### src/hdl/etl_pkg.sv
// package for the memory timing configuration loader
// assumes one 100 MHz clock; every slower rate comes from a tick divider
package etl_pkg;

    // ------------------------------------------------------------
    // clock and timing
    // ------------------------------------------------------------
    localparam int CLK_NS = 10;
    localparam int REF_CLK_NS = 200;
    localparam int REF_DIV_CYC = (REF_CLK_NS + CLK_NS - 1) / CLK_NS;
    localparam int TM_NS = 20;
    localparam int TM_DIV_CYC = (TM_NS + CLK_NS - 1) / CLK_NS;

    // ------------------------------------------------------------
    // internal scan
    // ------------------------------------------------------------
    localparam int INT_SCAN_PERIODS = 144;
    localparam int INT_SCAN_ACTIVE = 64;
    localparam int LINE_STEP = 2;
    localparam int NUM_LINES = 32;
    localparam int DEFAULT_LINE = 31;

    // ------------------------------------------------------------
    // external scan, default preset cycle of 24 units
    // ------------------------------------------------------------
    localparam int EXT_READS = 36;
    localparam logic [31:0] SCAN_BASE_ADDR = 32'h7fffff6c;
    localparam int READ_UNITS = 24;
    localparam int READ_LOW_FIRST = 12;
    localparam int READ_LOW_LAST = 19;
    localparam int SAMPLE_UNIT = 19;
    localparam int FLD_PHASE = 0;
    localparam int FLD_STROBE = 12;
    localparam int STROBE_FIELD_BITS = 20;
    localparam int FLD_RF_INT = 32;
    localparam int FLD_RF_EN = 34;
    localparam int FLD_LATE = 35;
    localparam int RF_STEP = 18;

    // ------------------------------------------------------------
    // register map
    // ------------------------------------------------------------
    localparam logic [7:0] REG_CTRL = 8'h00;
    localparam logic [7:0] REG_STATUS = 8'h04;
    localparam logic [7:0] REG_CFG_LO = 8'h08;
    localparam logic [7:0] REG_CFG_HI = 8'h0c;
    localparam int CTRL_HOLD = 0;
    localparam int ST_DONE = 0;
    localparam int ST_INTERNAL = 1;
    localparam int ST_EXTMODE = 2;
    localparam int ST_LINE = 8;

    typedef enum {ST_START, ST_INT, ST_EXT, ST_FIN} etl_state_t;

    typedef struct packed {
        logic [5:0][2:0] phaseLen;
        logic [3:0][4:0] strobeCoef;
        logic lateWrite;
        logic refreshEn;
        logic [6:0] refreshInterval;
        logic alignUnit;
        logic [3:0] cycleTime;
    } etl_cfg_t;

    localparam etl_cfg_t CFG_RESET = '0;

    // alignment unit pads an odd unit total so t1 starts on a cpu clock rising edge
    function automatic etl_cfg_t etl_make_cfg(input logic [5:0][2:0] ph,
                                              input logic [3:0][4:0] st,
                                              input logic late,
                                              input logic rfEn,
                                              input logic [6:0] rfInt);
        etl_cfg_t c;
        logic [4:0] units;
        units = 5'h0;
        for (int i = 0; i < 6; i++)
        begin
            units = units + 5'(ph[i]);
        end
        c.phaseLen = ph;
        c.strobeCoef = st;
        c.lateWrite = late;
        c.refreshEn = rfEn;
        c.refreshInterval = rfInt;
        c.alignUnit = units[0];
        c.cycleTime = 4'((units + 5'(units[0])) >> 1);
        return c;
    endfunction : etl_make_cfg

    // phases given t6..t1, strobes s4..s1
    function automatic etl_cfg_t etl_preset(input logic [4:0] line);
        etl_cfg_t c;
        unique case (line)
            5'h00: c = etl_make_cfg({3'h1, 3'h1, 3'h1, 3'h1, 3'h1, 3'h1},
                                    {5'h05, 5'h03, 5'h01, 5'h1e}, 1'b1, 1'b1, 7'h48);
            5'h01: c = etl_make_cfg({3'h2, 3'h1, 3'h1, 3'h1, 3'h2, 3'h1},
                                    {5'h07, 5'h02, 5'h01, 5'h1e}, 1'b1, 1'b1, 7'h48);
            5'h02: c = etl_make_cfg({3'h3, 3'h2, 3'h1, 3'h1, 3'h2, 3'h1},
                                    {5'h07, 5'h02, 5'h01, 5'h1e}, 1'b1, 1'b1, 7'h48);
            5'h03: c = etl_make_cfg({3'h3, 3'h2, 3'h1, 3'h1, 3'h3, 3'h2},
                                    {5'h08, 5'h03, 5'h01, 5'h1e}, 1'b1, 1'b1, 7'h48);
            5'h04: c = etl_make_cfg({3'h1, 3'h1, 3'h1, 3'h1, 3'h1, 3'h1},
                                    {5'h03, 5'h02, 5'h01, 5'h03}, 1'b0, 1'b1, 7'h48);
            5'h05: c = etl_make_cfg({3'h1, 3'h2, 3'h1, 3'h2, 3'h1, 3'h1},
                                    {5'h03, 5'h02, 5'h01, 5'h05}, 1'b0, 1'b1, 7'h48);
            5'h06: c = etl_make_cfg({3'h1, 3'h3, 3'h1, 3'h2, 3'h1, 3'h2},
                                    {5'h03, 5'h02, 5'h01, 5'h06}, 1'b0, 1'b1, 7'h48);
            5'h07: c = etl_make_cfg({3'h2, 3'h3, 3'h1, 3'h2, 3'h2, 3'h2},
                                    {5'h04, 5'h03, 5'h01, 5'h07}, 1'b0, 1'b1, 7'h48);
            5'h08: c = etl_make_cfg({3'h1, 3'h1, 3'h1, 3'h1, 3'h1, 3'h1},
                                    {5'h03, 5'h02, 5'h01, 5'h1e}, 1'b0, 1'b0, 7'h00);
            5'h09: c = etl_make_cfg({3'h1, 3'h2, 3'h1, 3'h2, 3'h1, 3'h1},
                                    {5'h09, 5'h05, 5'h02, 5'h1e}, 1'b0, 1'b0, 7'h00);
            5'h0a: c = etl_make_cfg({3'h2, 3'h4, 3'h2, 3'h2, 3'h2, 3'h2},
                                    {5'h08, 5'h03, 5'h02, 5'h1e}, 1'b1, 1'b1, 7'h48);
            5'h0b: c = etl_make_cfg({3'h3, 3'h3, 3'h3, 3'h3, 3'h3, 3'h3},
                                    {5'h0d, 5'h04, 5'h02, 5'h1e}, 1'b1, 1'b1, 7'h48);
            default: c = etl_make_cfg({3'h4, 3'h4, 3'h4, 3'h4, 3'h4, 3'h4},
                                      {5'h12, 5'h1e, 5'h1e, 5'h1f}, 1'b1, 1'b1, 7'h48);
        endcase
        return c;
    endfunction : etl_preset

endpackage : etl_pkg

### src/hdl/etl_tick_div.sv
// one-cycle enable pulse every DIV clocks
// assumes clear is held while the consumer is idle, restarting the phase
`timescale 1ns/1ps
module etl_tick_div #(
    parameter int DIV = 2
) (
    input wire logic clk,
    input wire logic rst_n,
    input wire logic clear,
    output logic tick
);
    localparam int W = (DIV > 1) ? $clog2(DIV) : 1;

    logic [W-1:0] cnt_q;
    logic tick_q;

    always_ff @(posedge clk)
    begin
        if (!rst_n || clear)
        begin
            cnt_q <= '0;
        end
        else if (cnt_q == W'(DIV - 1))
        begin
            cnt_q <= '0;
        end
        else
        begin
            cnt_q <= cnt_q + W'(1);
        end
    end

    always_ff @(posedge clk)
    begin
        if (!rst_n || clear)
        begin
            tick_q <= 1'b0;
        end
        else
        begin
            tick_q <= (cnt_q == W'(DIV - 1));
        end
    end

    assign tick = tick_q;
endmodule : etl_tick_div

### src/hdl/etl_config_loader.sv
// memory timing configuration loader: internal line scan then external rom scan
// assumes pins synchronous to clk; a classic wishbone master reaches the registers
//
// The Wishbone interface to the registers and the register addresses were chosen for this implementation.
`timescale 1ns/1ps
module etl_config_loader #(
    parameter int REF_DIV = etl_pkg::REF_DIV_CYC,
    parameter int TM_DIV = etl_pkg::TM_DIV_CYC
) (
    input wire logic clk,
    input wire logic rst_n,
    input wire logic timingSetupInput,
    output logic writeFlagBit0Line,
    output logic refreshFlagBit1Line,
    output logic [31:2] muxedBusLines,
    output logic readStrobeN,
    output logic configDone,
    output logic accessEnable,
    output etl_pkg::etl_cfg_t emiConfig,
    input wire logic wb_cyc_i,
    input wire logic wb_stb_i,
    input wire logic wb_we_i,
    input wire logic [7:0] wb_adr_i,
    input wire logic [31:0] wb_dat_i,
    input wire logic [3:0] wb_sel_i,
    output logic [31:0] wb_dat_o,
    output logic wb_ack_o
);

    // ------------------------------------------------------------
    // state and storage
    // ------------------------------------------------------------
    etl_pkg::etl_state_t state_q;
    logic refTick;
    logic tmTick;
    logic [7:0] refCnt_q;
    logic prevCfg_q;
    logic extMode_q;
    logic found_q;
    logic [4:0] lineIdx_q;
    logic [4:0] unitCnt_q;
    logic [5:0] readIdx_q;
    logic [35:0] bits_q;
    logic [31:0] lines_q;
    logic readN_q;
    logic intUsed_q;
    logic done_q;
    logic hold_q;
    logic access_q;
    etl_pkg::etl_cfg_t cfg_q;
    logic ack_q;
    logic [31:0] rdat_q;
    logic intEnd;
    logic unitEnd;
    logic lastRead;
    logic wbReq;

    assign intEnd = refTick && refCnt_q == 8'(etl_pkg::INT_SCAN_PERIODS - 1);
    assign unitEnd = tmTick && unitCnt_q == 5'(etl_pkg::READ_UNITS - 1);
    assign lastRead = readIdx_q == 6'(etl_pkg::EXT_READS - 1);
    assign wbReq = wb_cyc_i && wb_stb_i && !ack_q;

    // word address for a scan read; low two lines carry the inactive flags
    function automatic logic [31:0] scanWord(input logic [5:0] idx);
        logic [31:0] a;
        a = etl_pkg::SCAN_BASE_ADDR + {24'h0, idx, 2'b00};
        scanWord = {a[31:2], 2'b11};
    endfunction : scanWord

    // inverted pin bits decoded into a configuration
    function automatic etl_pkg::etl_cfg_t extCfg(input logic [35:0] b);
        logic [5:0][2:0] ph;
        logic [3:0][4:0] st;
        logic [6:0] rf;
        for (int i = 0; i < 6; i++)
        begin
            ph[i] = 3'(b[etl_pkg::FLD_PHASE + 2 * i +: 2]) + 3'h1;
        end
        st = b[etl_pkg::FLD_STROBE +: etl_pkg::STROBE_FIELD_BITS];
        rf = 7'(etl_pkg::RF_STEP) * (7'(b[etl_pkg::FLD_RF_INT +: 2]) + 7'h1);
        extCfg = etl_pkg::etl_make_cfg(ph, st, b[etl_pkg::FLD_LATE],
                                       b[etl_pkg::FLD_RF_EN], rf);
    endfunction : extCfg

    // ------------------------------------------------------------
    // rate dividers
    // ------------------------------------------------------------
    etl_tick_div #(
        .DIV(REF_DIV)
    ) u_refDiv (
        .clk(clk),
        .rst_n(rst_n),
        .clear(state_q != etl_pkg::ST_INT),
        .tick(refTick)
    );

    etl_tick_div #(
        .DIV(TM_DIV)
    ) u_tmDiv (
        .clk(clk),
        .rst_n(rst_n),
        .clear(state_q != etl_pkg::ST_EXT),
        .tick(tmTick)
    );

    // ------------------------------------------------------------
    // sequence
    // ------------------------------------------------------------
    always_ff @(posedge clk)
    begin
        if (!rst_n)
        begin
            state_q <= etl_pkg::ST_START;
        end
        else
        begin
            unique case (state_q)
                etl_pkg::ST_START: state_q <= etl_pkg::ST_INT;
                etl_pkg::ST_INT:
                begin
                    if (intEnd)
                    begin
                        state_q <= etl_pkg::ST_EXT;
                    end
                end
                etl_pkg::ST_EXT:
                begin
                    if (unitEnd && lastRead)
                    begin
                        state_q <= etl_pkg::ST_FIN;
                    end
                end
                etl_pkg::ST_FIN: state_q <= etl_pkg::ST_FIN;
            endcase
        end
    end

    // ------------------------------------------------------------
    // internal scan
    // ------------------------------------------------------------
    always_ff @(posedge clk)
    begin
        if (!rst_n || state_q != etl_pkg::ST_INT)
        begin
            refCnt_q <= 8'h00;
        end
        else if (refTick)
        begin
            refCnt_q <= refCnt_q + 8'h01;
        end
    end

    always_ff @(posedge clk)
    begin
        if (!rst_n)
        begin
            prevCfg_q <= 1'b1;
        end
        else if (state_q == etl_pkg::ST_INT && refTick)
        begin
            prevCfg_q <= timingSetupInput;
        end
    end

    // a line falls on even periods; the pin is judged one period later
    always_ff @(posedge clk)
    begin
        if (!rst_n)
        begin
            extMode_q <= 1'b0;
            found_q <= 1'b0;
            lineIdx_q <= 5'(etl_pkg::DEFAULT_LINE);
        end
        else if (state_q == etl_pkg::ST_INT && refTick && refCnt_q[0]
                 && refCnt_q < 8'(etl_pkg::INT_SCAN_ACTIVE))
        begin
            if (refCnt_q == 8'(etl_pkg::LINE_STEP - 1) && !prevCfg_q && !timingSetupInput)
            begin
                extMode_q <= 1'b1;
            end
            else if (!found_q && !extMode_q && prevCfg_q && !timingSetupInput)
            begin
                found_q <= 1'b1;
                lineIdx_q <= refCnt_q[5:1];
            end
        end
    end

    // ------------------------------------------------------------
    // bus lines: falling pattern, then scan addresses
    // ------------------------------------------------------------
    always_ff @(posedge clk)
    begin
        if (!rst_n)
        begin
            lines_q <= '1;
        end
        else
        begin
            unique case (state_q)
                etl_pkg::ST_START: lines_q <= '1;
                etl_pkg::ST_INT:
                begin
                    if (intEnd)
                    begin
                        lines_q <= scanWord(6'h00);
                    end
                    else if (refTick && !refCnt_q[0]
                             && refCnt_q < 8'(etl_pkg::INT_SCAN_ACTIVE))
                    begin
                        lines_q[refCnt_q[5:1]] <= 1'b0;
                    end
                end
                etl_pkg::ST_EXT:
                begin
                    if (unitEnd && lastRead)
                    begin
                        lines_q <= '1;
                    end
                    else if (unitEnd)
                    begin
                        lines_q <= scanWord(readIdx_q + 6'h01);
                    end
                end
                etl_pkg::ST_FIN: lines_q <= '1;
            endcase
        end
    end

    // ------------------------------------------------------------
    // external scan reads, default preset timing
    // ------------------------------------------------------------
    always_ff @(posedge clk)
    begin
        if (!rst_n || state_q != etl_pkg::ST_EXT)
        begin
            unitCnt_q <= 5'h00;
            readIdx_q <= 6'h00;
        end
        else if (unitEnd)
        begin
            unitCnt_q <= 5'h00;
            readIdx_q <= readIdx_q + 6'h01;
        end
        else if (tmTick)
        begin
            unitCnt_q <= unitCnt_q + 5'h01;
        end
    end

    // read strobe covers t4 and t5 of the 4-4-4-4-4-4 cycle
    always_ff @(posedge clk)
    begin
        if (!rst_n || state_q != etl_pkg::ST_EXT)
        begin
            readN_q <= 1'b1;
        end
        else if (tmTick && unitCnt_q == 5'(etl_pkg::READ_LOW_FIRST - 1))
        begin
            readN_q <= 1'b0;
        end
        else if (tmTick && unitCnt_q == 5'(etl_pkg::READ_LOW_LAST))
        begin
            readN_q <= 1'b1;
        end
    end

    // sampled at the end of the read; data bus is never looked at
    always_ff @(posedge clk)
    begin
        if (!rst_n)
        begin
            bits_q <= '0;
        end
        else if (state_q == etl_pkg::ST_EXT && tmTick
                 && unitCnt_q == 5'(etl_pkg::SAMPLE_UNIT))
        begin
            bits_q[readIdx_q] <= ~timingSetupInput;
        end
    end

    // ------------------------------------------------------------
    // final configuration
    // ------------------------------------------------------------
    always_ff @(posedge clk)
    begin
        if (!rst_n)
        begin
            cfg_q <= etl_pkg::CFG_RESET;
            intUsed_q <= 1'b0;
            done_q <= 1'b0;
        end
        else if (state_q == etl_pkg::ST_EXT && unitEnd && lastRead)
        begin
            done_q <= 1'b1;
            intUsed_q <= !extMode_q;
            if (extMode_q)
            begin
                cfg_q <= extCfg(bits_q);
            end
            else
            begin
                cfg_q <= etl_pkg::etl_preset(lineIdx_q);
            end
        end
    end

    // software may keep accesses gated past the scans
    always_ff @(posedge clk)
    begin
        if (!rst_n)
        begin
            access_q <= 1'b0;
        end
        else
        begin
            access_q <= done_q && !hold_q;
        end
    end

    // ------------------------------------------------------------
    // wishbone slave, ack one cycle after the request
    // ------------------------------------------------------------
    always_ff @(posedge clk)
    begin
        if (!rst_n)
        begin
            ack_q <= 1'b0;
        end
        else
        begin
            ack_q <= wbReq;
        end
    end

    always_ff @(posedge clk)
    begin
        if (!rst_n)
        begin
            hold_q <= 1'b0;
        end
        else if (wbReq && wb_we_i && wb_sel_i[0] && wb_adr_i == etl_pkg::REG_CTRL)
        begin
            hold_q <= wb_dat_i[etl_pkg::CTRL_HOLD];
        end
    end

    always_ff @(posedge clk)
    begin
        if (!rst_n)
        begin
            rdat_q <= 32'h0;
        end
        else if (wbReq)
        begin
            rdat_q <= 32'h0;
            unique case (wb_adr_i)
                etl_pkg::REG_CTRL: rdat_q[etl_pkg::CTRL_HOLD] <= hold_q;
                etl_pkg::REG_STATUS:
                begin
                    rdat_q[etl_pkg::ST_DONE] <= done_q;
                    rdat_q[etl_pkg::ST_INTERNAL] <= intUsed_q;
                    rdat_q[etl_pkg::ST_EXTMODE] <= extMode_q;
                    rdat_q[etl_pkg::ST_LINE +: 5] <= lineIdx_q;
                end
                etl_pkg::REG_CFG_LO: rdat_q <= cfg_q[31:0];
                etl_pkg::REG_CFG_HI: rdat_q <= {12'h0, cfg_q[51:32]};
                default: rdat_q <= 32'h0;
            endcase
        end
    end

    // ------------------------------------------------------------
    // outputs
    // ------------------------------------------------------------
    assign writeFlagBit0Line = lines_q[0];
    assign refreshFlagBit1Line = lines_q[1];
    assign muxedBusLines = lines_q[31:2];
    assign readStrobeN = readN_q;
    assign configDone = done_q;
    assign accessEnable = access_q;
    assign emiConfig = cfg_q;
    assign wb_dat_o = rdat_q;
    assign wb_ack_o = ack_q;

endmodule : etl_config_loader

### config.mk
export PLATFORM = sky130hd
export DESIGN_NAME = etl_config_loader
export DESIGN_NICKNAME = d
export VERILOG_FILES = /design/src/hdl/etl_pkg.sv /design/src/hdl/etl_tick_div.sv /design/src/hdl/etl_config_loader.sv
export SDC_FILE = /design/constraint.sdc
export NUM_CORES = 1
export LEC_CHECK = 0
export ABC_CLOCK_PERIOD_IN_PS = 10300
export BUFFER_PORTS_ARGS = -buffer_cell sky130_fd_sc_hd__buf_2
export CORE_MARGIN = 5
export CORE_UTILIZATION = 50
export CTS_CLUSTER_DIAMETER = 150
export DETAILED_ROUTE_END_ITERATION = 16
export PLACE_DENSITY = 0.8
export SLEW_MARGIN = 20
export SYNTH_ARGS = -nofsm -noshare
export SYNTH_HDL_FRONTEND = slang
export SYNTH_SLANG_ARGS = --single-unit
### constraint.sdc
create_clock -name clk -period 10.3 [get_ports clk]
set_input_delay 1.03 -clock clk [delete_from_list [all_inputs] [get_ports clk]]
set_output_delay 1.03 -clock clk [all_outputs]
set_load 0.005 [all_outputs]
# Word level (Yosys, flattened, before mapping)
# Memories as Yosys holds them, arrays and structs flattened. A register that Yosys moved wholly into a read port is not among the register bits.
# Index checks and enable logic that the tools add are counted.
# word_totals
input_bits,50
memories,1
rom_bits,736
regBits,225
out_inout_bits,120
word_cells,159
# memory_table
name,words,word_bits,read_ports,rd_clocked_by_memory_dff,wr,line_no,source
(name not given),16,46,1,1,0,etl_pkg.sv:93,unique case (line)
# classes
multipliers,1
reduce_logical,48
muxes,24
add_sub_neg,19
n_eq_ne,21
n_lt_le_gt_ge,5
bitwise_logic,4
# op_table
operator,n
2-to-1 mux 32 bit,6
case mux 32 bit (4 select lines),1
2-to-1 mux 52 bit,2
== test 32 x 2 -> 1 bit (second input constant),3
case mux 32 bit (3 select lines),1
case mux 19 bit (2 select lines),1
bitwise mux 36 bit,1
adder 31 x 8 -> 32 bit (first input constant),1
AND 32 bit,1
== test 32 x 1 -> 1 bit (second input constant),1
== test 32 x 3 -> 1 bit (second input constant),1
zero test 32 bit,1
inequality test 32 x 2 -> 1 bit (second input constant),1
inequality test 32 x 3 -> 1 bit (second input constant),1
inverter 32 bit,1
logical AND 1 bit,27
adder 2 x 1 -> 3 bit (second input constant),7
== test 8 x 4 -> 1 bit (second input constant),2
adder 5 x 3 -> 5 bit,3
== test 5 bit (second input constant),3
case mux 5 bit (3 select lines),1
adder 5 x 1 -> 5 bit (second input constant),2
case mux 5 bit (2 select lines),1
adder 8 x 1 -> 8 bit (second input constant),1
other kinds (32),52

# Logic depth before layout (Yosys ltp)
# depth
word_depth,9
mapped_depth,15
mapped_depth_nobuf,13

# By module
# Synthesis repeated with hierarchy kept, for this count alone.
# unflattened
hier_cells,1168
area_unflattened_um2,10139.7
# modules_own_cells
module,seq_area_each_um2,area_each_um2,cells_each,n_inst
etl_config_loader,4304.1,9857.0,1143,1
etl_tick_div (u_refDiv),120.1,221.5,21,1
etl_tick_div (u_tmDiv),40.0,61.3,4,1

# Least setup slack after synthesis
# No wires, ideal clock.
# synth_path
path_kind,register -> register
from,register bits_q[0]
to,"register cfg_q, in the netlist emiConfig[3]"
path_stages_with_launch,14
setup_slack_ps,6849
path_buffers,0
synth_period_minus_slack_ps,3451
t_arrival_ps,3319
setup_time_ps,132
t_required_ps,10168
cell_sequence,dfxtp_1 > ha_1 > fa_1 > inv_1 > fa_1 > fa_1 > inv_1 > ha_1 > inv_1 > fa_1 > nand3b_1 > xnor2_1 > o221ai_1 > a21oi_1
# synth_between
elab_chain_len,8
# synth_lines
item,line_no,source
"start, declared",etl_config_loader.sv:43,logic [35:0] bits_q;
"start signal, assigned by index",etl_config_loader.sv:278,bits_q[readIdx_q] <= ~timingSetupInput;
adder 2 x 1 -> 3 bit,etl_config_loader.sv:77,ph[i] = 3'(b[etl_pkg::FLD_PHASE + 2 * i +: 2]) + 3'h1;
adder 3 x 3 -> 4 bit,etl_pkg.sv:78,units = units + 5'(ph[i]);
adder 4 x 3 -> 5 bit,etl_pkg.sv:78,
adder 5 x 3 -> 5 bit (3 in a row),etl_pkg.sv:78,
adder 5 x 1 -> 5 bit,etl_pkg.sv:86,c.cycleTime = 4'((units + 5'(units[0])) >> 1);
2-to-1 mux 52 bit,etl_config_loader.sv:297,if (extMode_q)
"end signal, assigned",etl_config_loader.sv:289,cfg_q <= etl_pkg::CFG_RESET;
"end signal, assigned",etl_config_loader.sv:299,cfg_q <= extCfg(bits_q);
"end signal, assigned",etl_config_loader.sv:303,cfg_q <= etl_pkg::etl_preset(lineIdx_q);
"end, declared",etl_config_loader.sv:50,etl_pkg::etl_cfg_t cfg_q;
# Every way passes these cells.
# A chain may end at the register's enable or synchronous reset.

# Worst setup path after layout
# Ends and elaborated chain as after synthesis.

==> results.md <==
- Final WL: ~26 mm
- Post-Syn Nets: between 1000 and 1500
- Crit Path Max Fanout: 3
- First-pass GRT wire length: about 42 mm
- Largest net degree at the start of global routing: just under 100
- Power density over the cells: 174.3 nW/µm²
- Worst-Margin Slew: 1.021 ns
- Setup WS post-layout: about 6.5 ns
- Top_reg_cell synth: dfxtp_1
- R2r startpoint: bits_q[0]$_SDFFE_PN0P_
- Final setup violation count: 0
- Max-slew headroom: about a third
- Final slew viol count: 0
- Main combinational cell family by area after synthesis: compound AO/OA/AOI/OAI gates
- IO buf count: 134
- WP data required: 10.64 ns
- Crit path DAT: 4.17 ns
- Hold Startpoint: u_tmDiv.cnt_q$_SDFF_PP0_
- Initial Utilization: roughly half
- Net Sw Power: between 0.5 and 0.6 mW
- Max Buffers Root-to-Sink: 3
- Internal power: 1.477 mW
- Share of cells above drive strength 1: 16.99%
- Layout area overhead: 13.92%
- DP HPWL: 18.26 mm
- Status: complete, no violations
- Die W: 151.7 µm
- Post-Synth XOR/XNOR Area: under 10%
- Max-Cap Viols: 0
- Number of library cell types mapped by synthesis: between 70 and 80
- I/O Pins: 170
- #FFs+latches synth: around 220
- Chip height: roughly 150 µm
- Detailed Routing Iterations Pass 1: 6
- Post-synthesis mux area share: 2.891%
- Simple-Gate Fraction of Synth Area: 18.56%
- Clock root buffer: clkbuf_16
- Worst Hold Path Cells: 1
- TritonCTS clock tree: done
- Clock power frac: between 40% and 50%
- Die area: 23010 µm²
- Antenna violations before repair: 0
- Syn_area_per_cell: 8.814 µm²
- Reg2reg end: emiConfig[3]$_SDFFE_PN0P_
- Fin crit period: 3.834 ns
- Sequential Power Share: 46.6%
- Comb pwr share: 13.2%
- Post-synth ARST share: 0%
- Core footprint: 19590 µm²
- WL/cell: 17.60 µm
- Number of DRC markers in iteration 0: 673
- Post-CTS Hold Buffers: 0
- Cts repair resizes: 0
- Net switching fraction of the power: 25.88%
- H-tree depth: 1
- Postcts setup bufs: 0
- GRT overflow: 0
- Rows: 51
- Leakage: 4.384 nW
- R2R depth: 13
- Post-route ant nets: 0
- Fin Setup TNS: 0 ns
- Dpl ws: 6.473 ns
- Worst vdd ir: 0.1617 mV
- Cells after synthesis: about 1100
- Nature of the critical path endpoint: register
- Hold endpoint: u_tmDiv.cnt_q$_SDFF_PP0_
- Fillers: 1684
- WS Path Type: reg -> reg
- Cell area after synthesis: approximately 10000 µm²
- Clk_skew: about 0.0094 ns
- R2R Setup Slk: 6.47 ns
- Vias in the first global route: around 8000
- Synth Area in Compound Gates: 19.85%
- # diodes: 0
- # clock sinks: 223
- Clk pin slew, worst setup/hold paths: 0.06 ns
- Hold/Removal Path Class: reg -> reg
- Via density: 5.831
- Total number of yosys warnings: 0
- Synth Area in Adders: 5.882%
- Final Cycle Share: 37.22%
- Post-synth EDFFs: 0
- Total vias in the final route: 8717
- Final hold vios: 0
- Total GRT Usage: around 22%
- Worst-Skew Late Latency: 0.50 ns
- RSZ-0062 raised after global routing: no
- Routability cong.: between 0.9 and 1
- CP startpoint kind: register
- Fmax: around 0.26 GHz
- Total Nets Final: 1304
- Drc violations: 0
- Sequential fraction of the synthesis area: 44.47%
- CTS Buf Count: 23
## routing by layer
layer	track usage [%]	routed length, µm	share of wire (%)	vias up
met1	32.27	11960	45	4139
li1	-	-	-	4196
met5	0	0	0	-
met4	5.930	576	2.2	0
met3	3.391	2096	8.0	42
met2	35.24	11680	44	340
## power by group through the flow
stage	logic [mW]	clock network (mW)	registers, mW
after global routing	0.289	0.853	0.933
after CTS	0.262	0.814	0.928
after floorplan	0.182	0	0.947
final	0.262	0.801	0.930
after detailed placement	0.261	0	0.946
after global placement	0.257	0	0.947
## cell families (layout without fill, tap and decap cells)
kind of cell / after synthesis / in the layout
adder cells (fa/ha/maj): 40 / 40
flip-flops: 223 / 223
AO/OA/AOI/OAI: 281 / 281
buffers and inverters: 142 / 233
other: 1 / 1
AND/OR/NAND/NOR: 398 / 398
multiplexers: 27 / 27
XOR/XNOR: 27 / 27
## cells in the mapped netlist (13+ instances only)
cell / count / area share [%]
a221oi_1: 17 / 1.5
inv_1: 47 / 1.8
nand3_1: 37 / 1.8
nor3_1: 27 / 1.3
nor2_1: 160 / 6.0
nand2_1: 93 / 3.5
buf_2: 16 / 0.80
a22oi_1: 13 / 0.97
dfxtp_1: 223 / 44
ha_1: 28 / 3.5
clkbuf_1: 57 / 2.1
o21ai_0: 30 / 1.5
mux2i_1: 20 / 2.0
xnor2_1: 19 / 1.7
a2bb2oi_1: 13 / 1.1
a31oi_1: 16 / 1.0
o221ai_1: 16 / 1.4
a21oi_1: 51 / 2.5
o211ai_1: 26 / 1.9
a211oi_1: 36 / 2.7
## per-stage QoR
step           hold WS, ns  instance area (µm²)  total power [mW]  util [%]  std cells
6_report            0.4177                11440             1.993     58.38       1495
3_3_place_gp        0.3915                10700             1.203     54.63       1454
5_1_grt             0.4426                11440             2.075     58.38       1495
3_5_place_dp        0.4161                10710             1.207     54.65       1454
4_1_cts             0.4247                11440             2.004     58.38       1495
2_1_floorplan       0.3853                10040             1.129         -       1139
## worst max path at each step
stage                      startpoint                         to  slack [ns]  depth (start not counted)
5_1_grt        bits_q[0]$_SDFFE_PN0P_  emiConfig[3]$_SDFFE_PN0P_        6.29                         13
4_1_cts        bits_q[0]$_SDFFE_PN0P_  emiConfig[3]$_SDFFE_PN0P_        6.49                         13
6_report       bits_q[0]$_SDFFE_PN0P_  emiConfig[3]$_SDFFE_PN0P_        6.47                         13
3_5_place_dp         timingSetupInput                   register        6.47                         11
2_1_floorplan  bits_q[0]$_SDFFE_PN0P_  emiConfig[3]$_SDFFE_PN0P_        6.85                         13
3_3_place_gp         timingSetupInput                   register        6.47                         11
## worst max-delay path, stage by stage (launching register included)
cell      delay [ns]
dfxtp_1         0.40
ha_1            0.22
inv_1           0.07
fa_1            0.53
inv_1           0.05
fa_1            0.52
fa_1            0.56
ha_1            0.14
inv_1           0.04
fa_1            0.48
nand3b_1        0.19
xnor2_1         0.13
o221ai_1        0.23
a21oi_1         0.11
## area by class of cell
cell class | count | area [µm²] | area share (%)
multi-input combinational | 774 | 4986 | 43.59
sequential | 223 | 4464 | 39.03
timing repair buffer | 143 | 738.2 | 6.454
clock buffer | 37 | 708.2 | 6.192
tap | 265 | 331.6 | 2.899
inverter | 49 | 185.2 | 1.619
clock inverter | 4 | 23.77 | 0.2079
## cell usage in the layout (no fill, tap or decap), types with 16 or more instances in the layout
cell | Yosys | layout
nand2_1 | 93 | 93
buf_2 | 16 | 134
a31oi_1 | 16 | 16
xnor2_1 | 19 | 19
inv_1 | 47 | 46
o211ai_1 | 26 | 26
a21oi_1 | 51 | 51
nor3_1 | 27 | 27
a211oi_1 | 36 | 36
dfxtp_1 | 223 | 223
ha_1 | 28 | 28
o221ai_1 | 16 | 16
clkbuf_16 | 0 | 23
nor2_1 | 160 | 159
o21ai_0 | 30 | 30
mux2i_1 | 20 | 20
nand3_1 | 37 | 37
a221oi_1 | 17 | 17
Power figures use the tool's default switching activity.
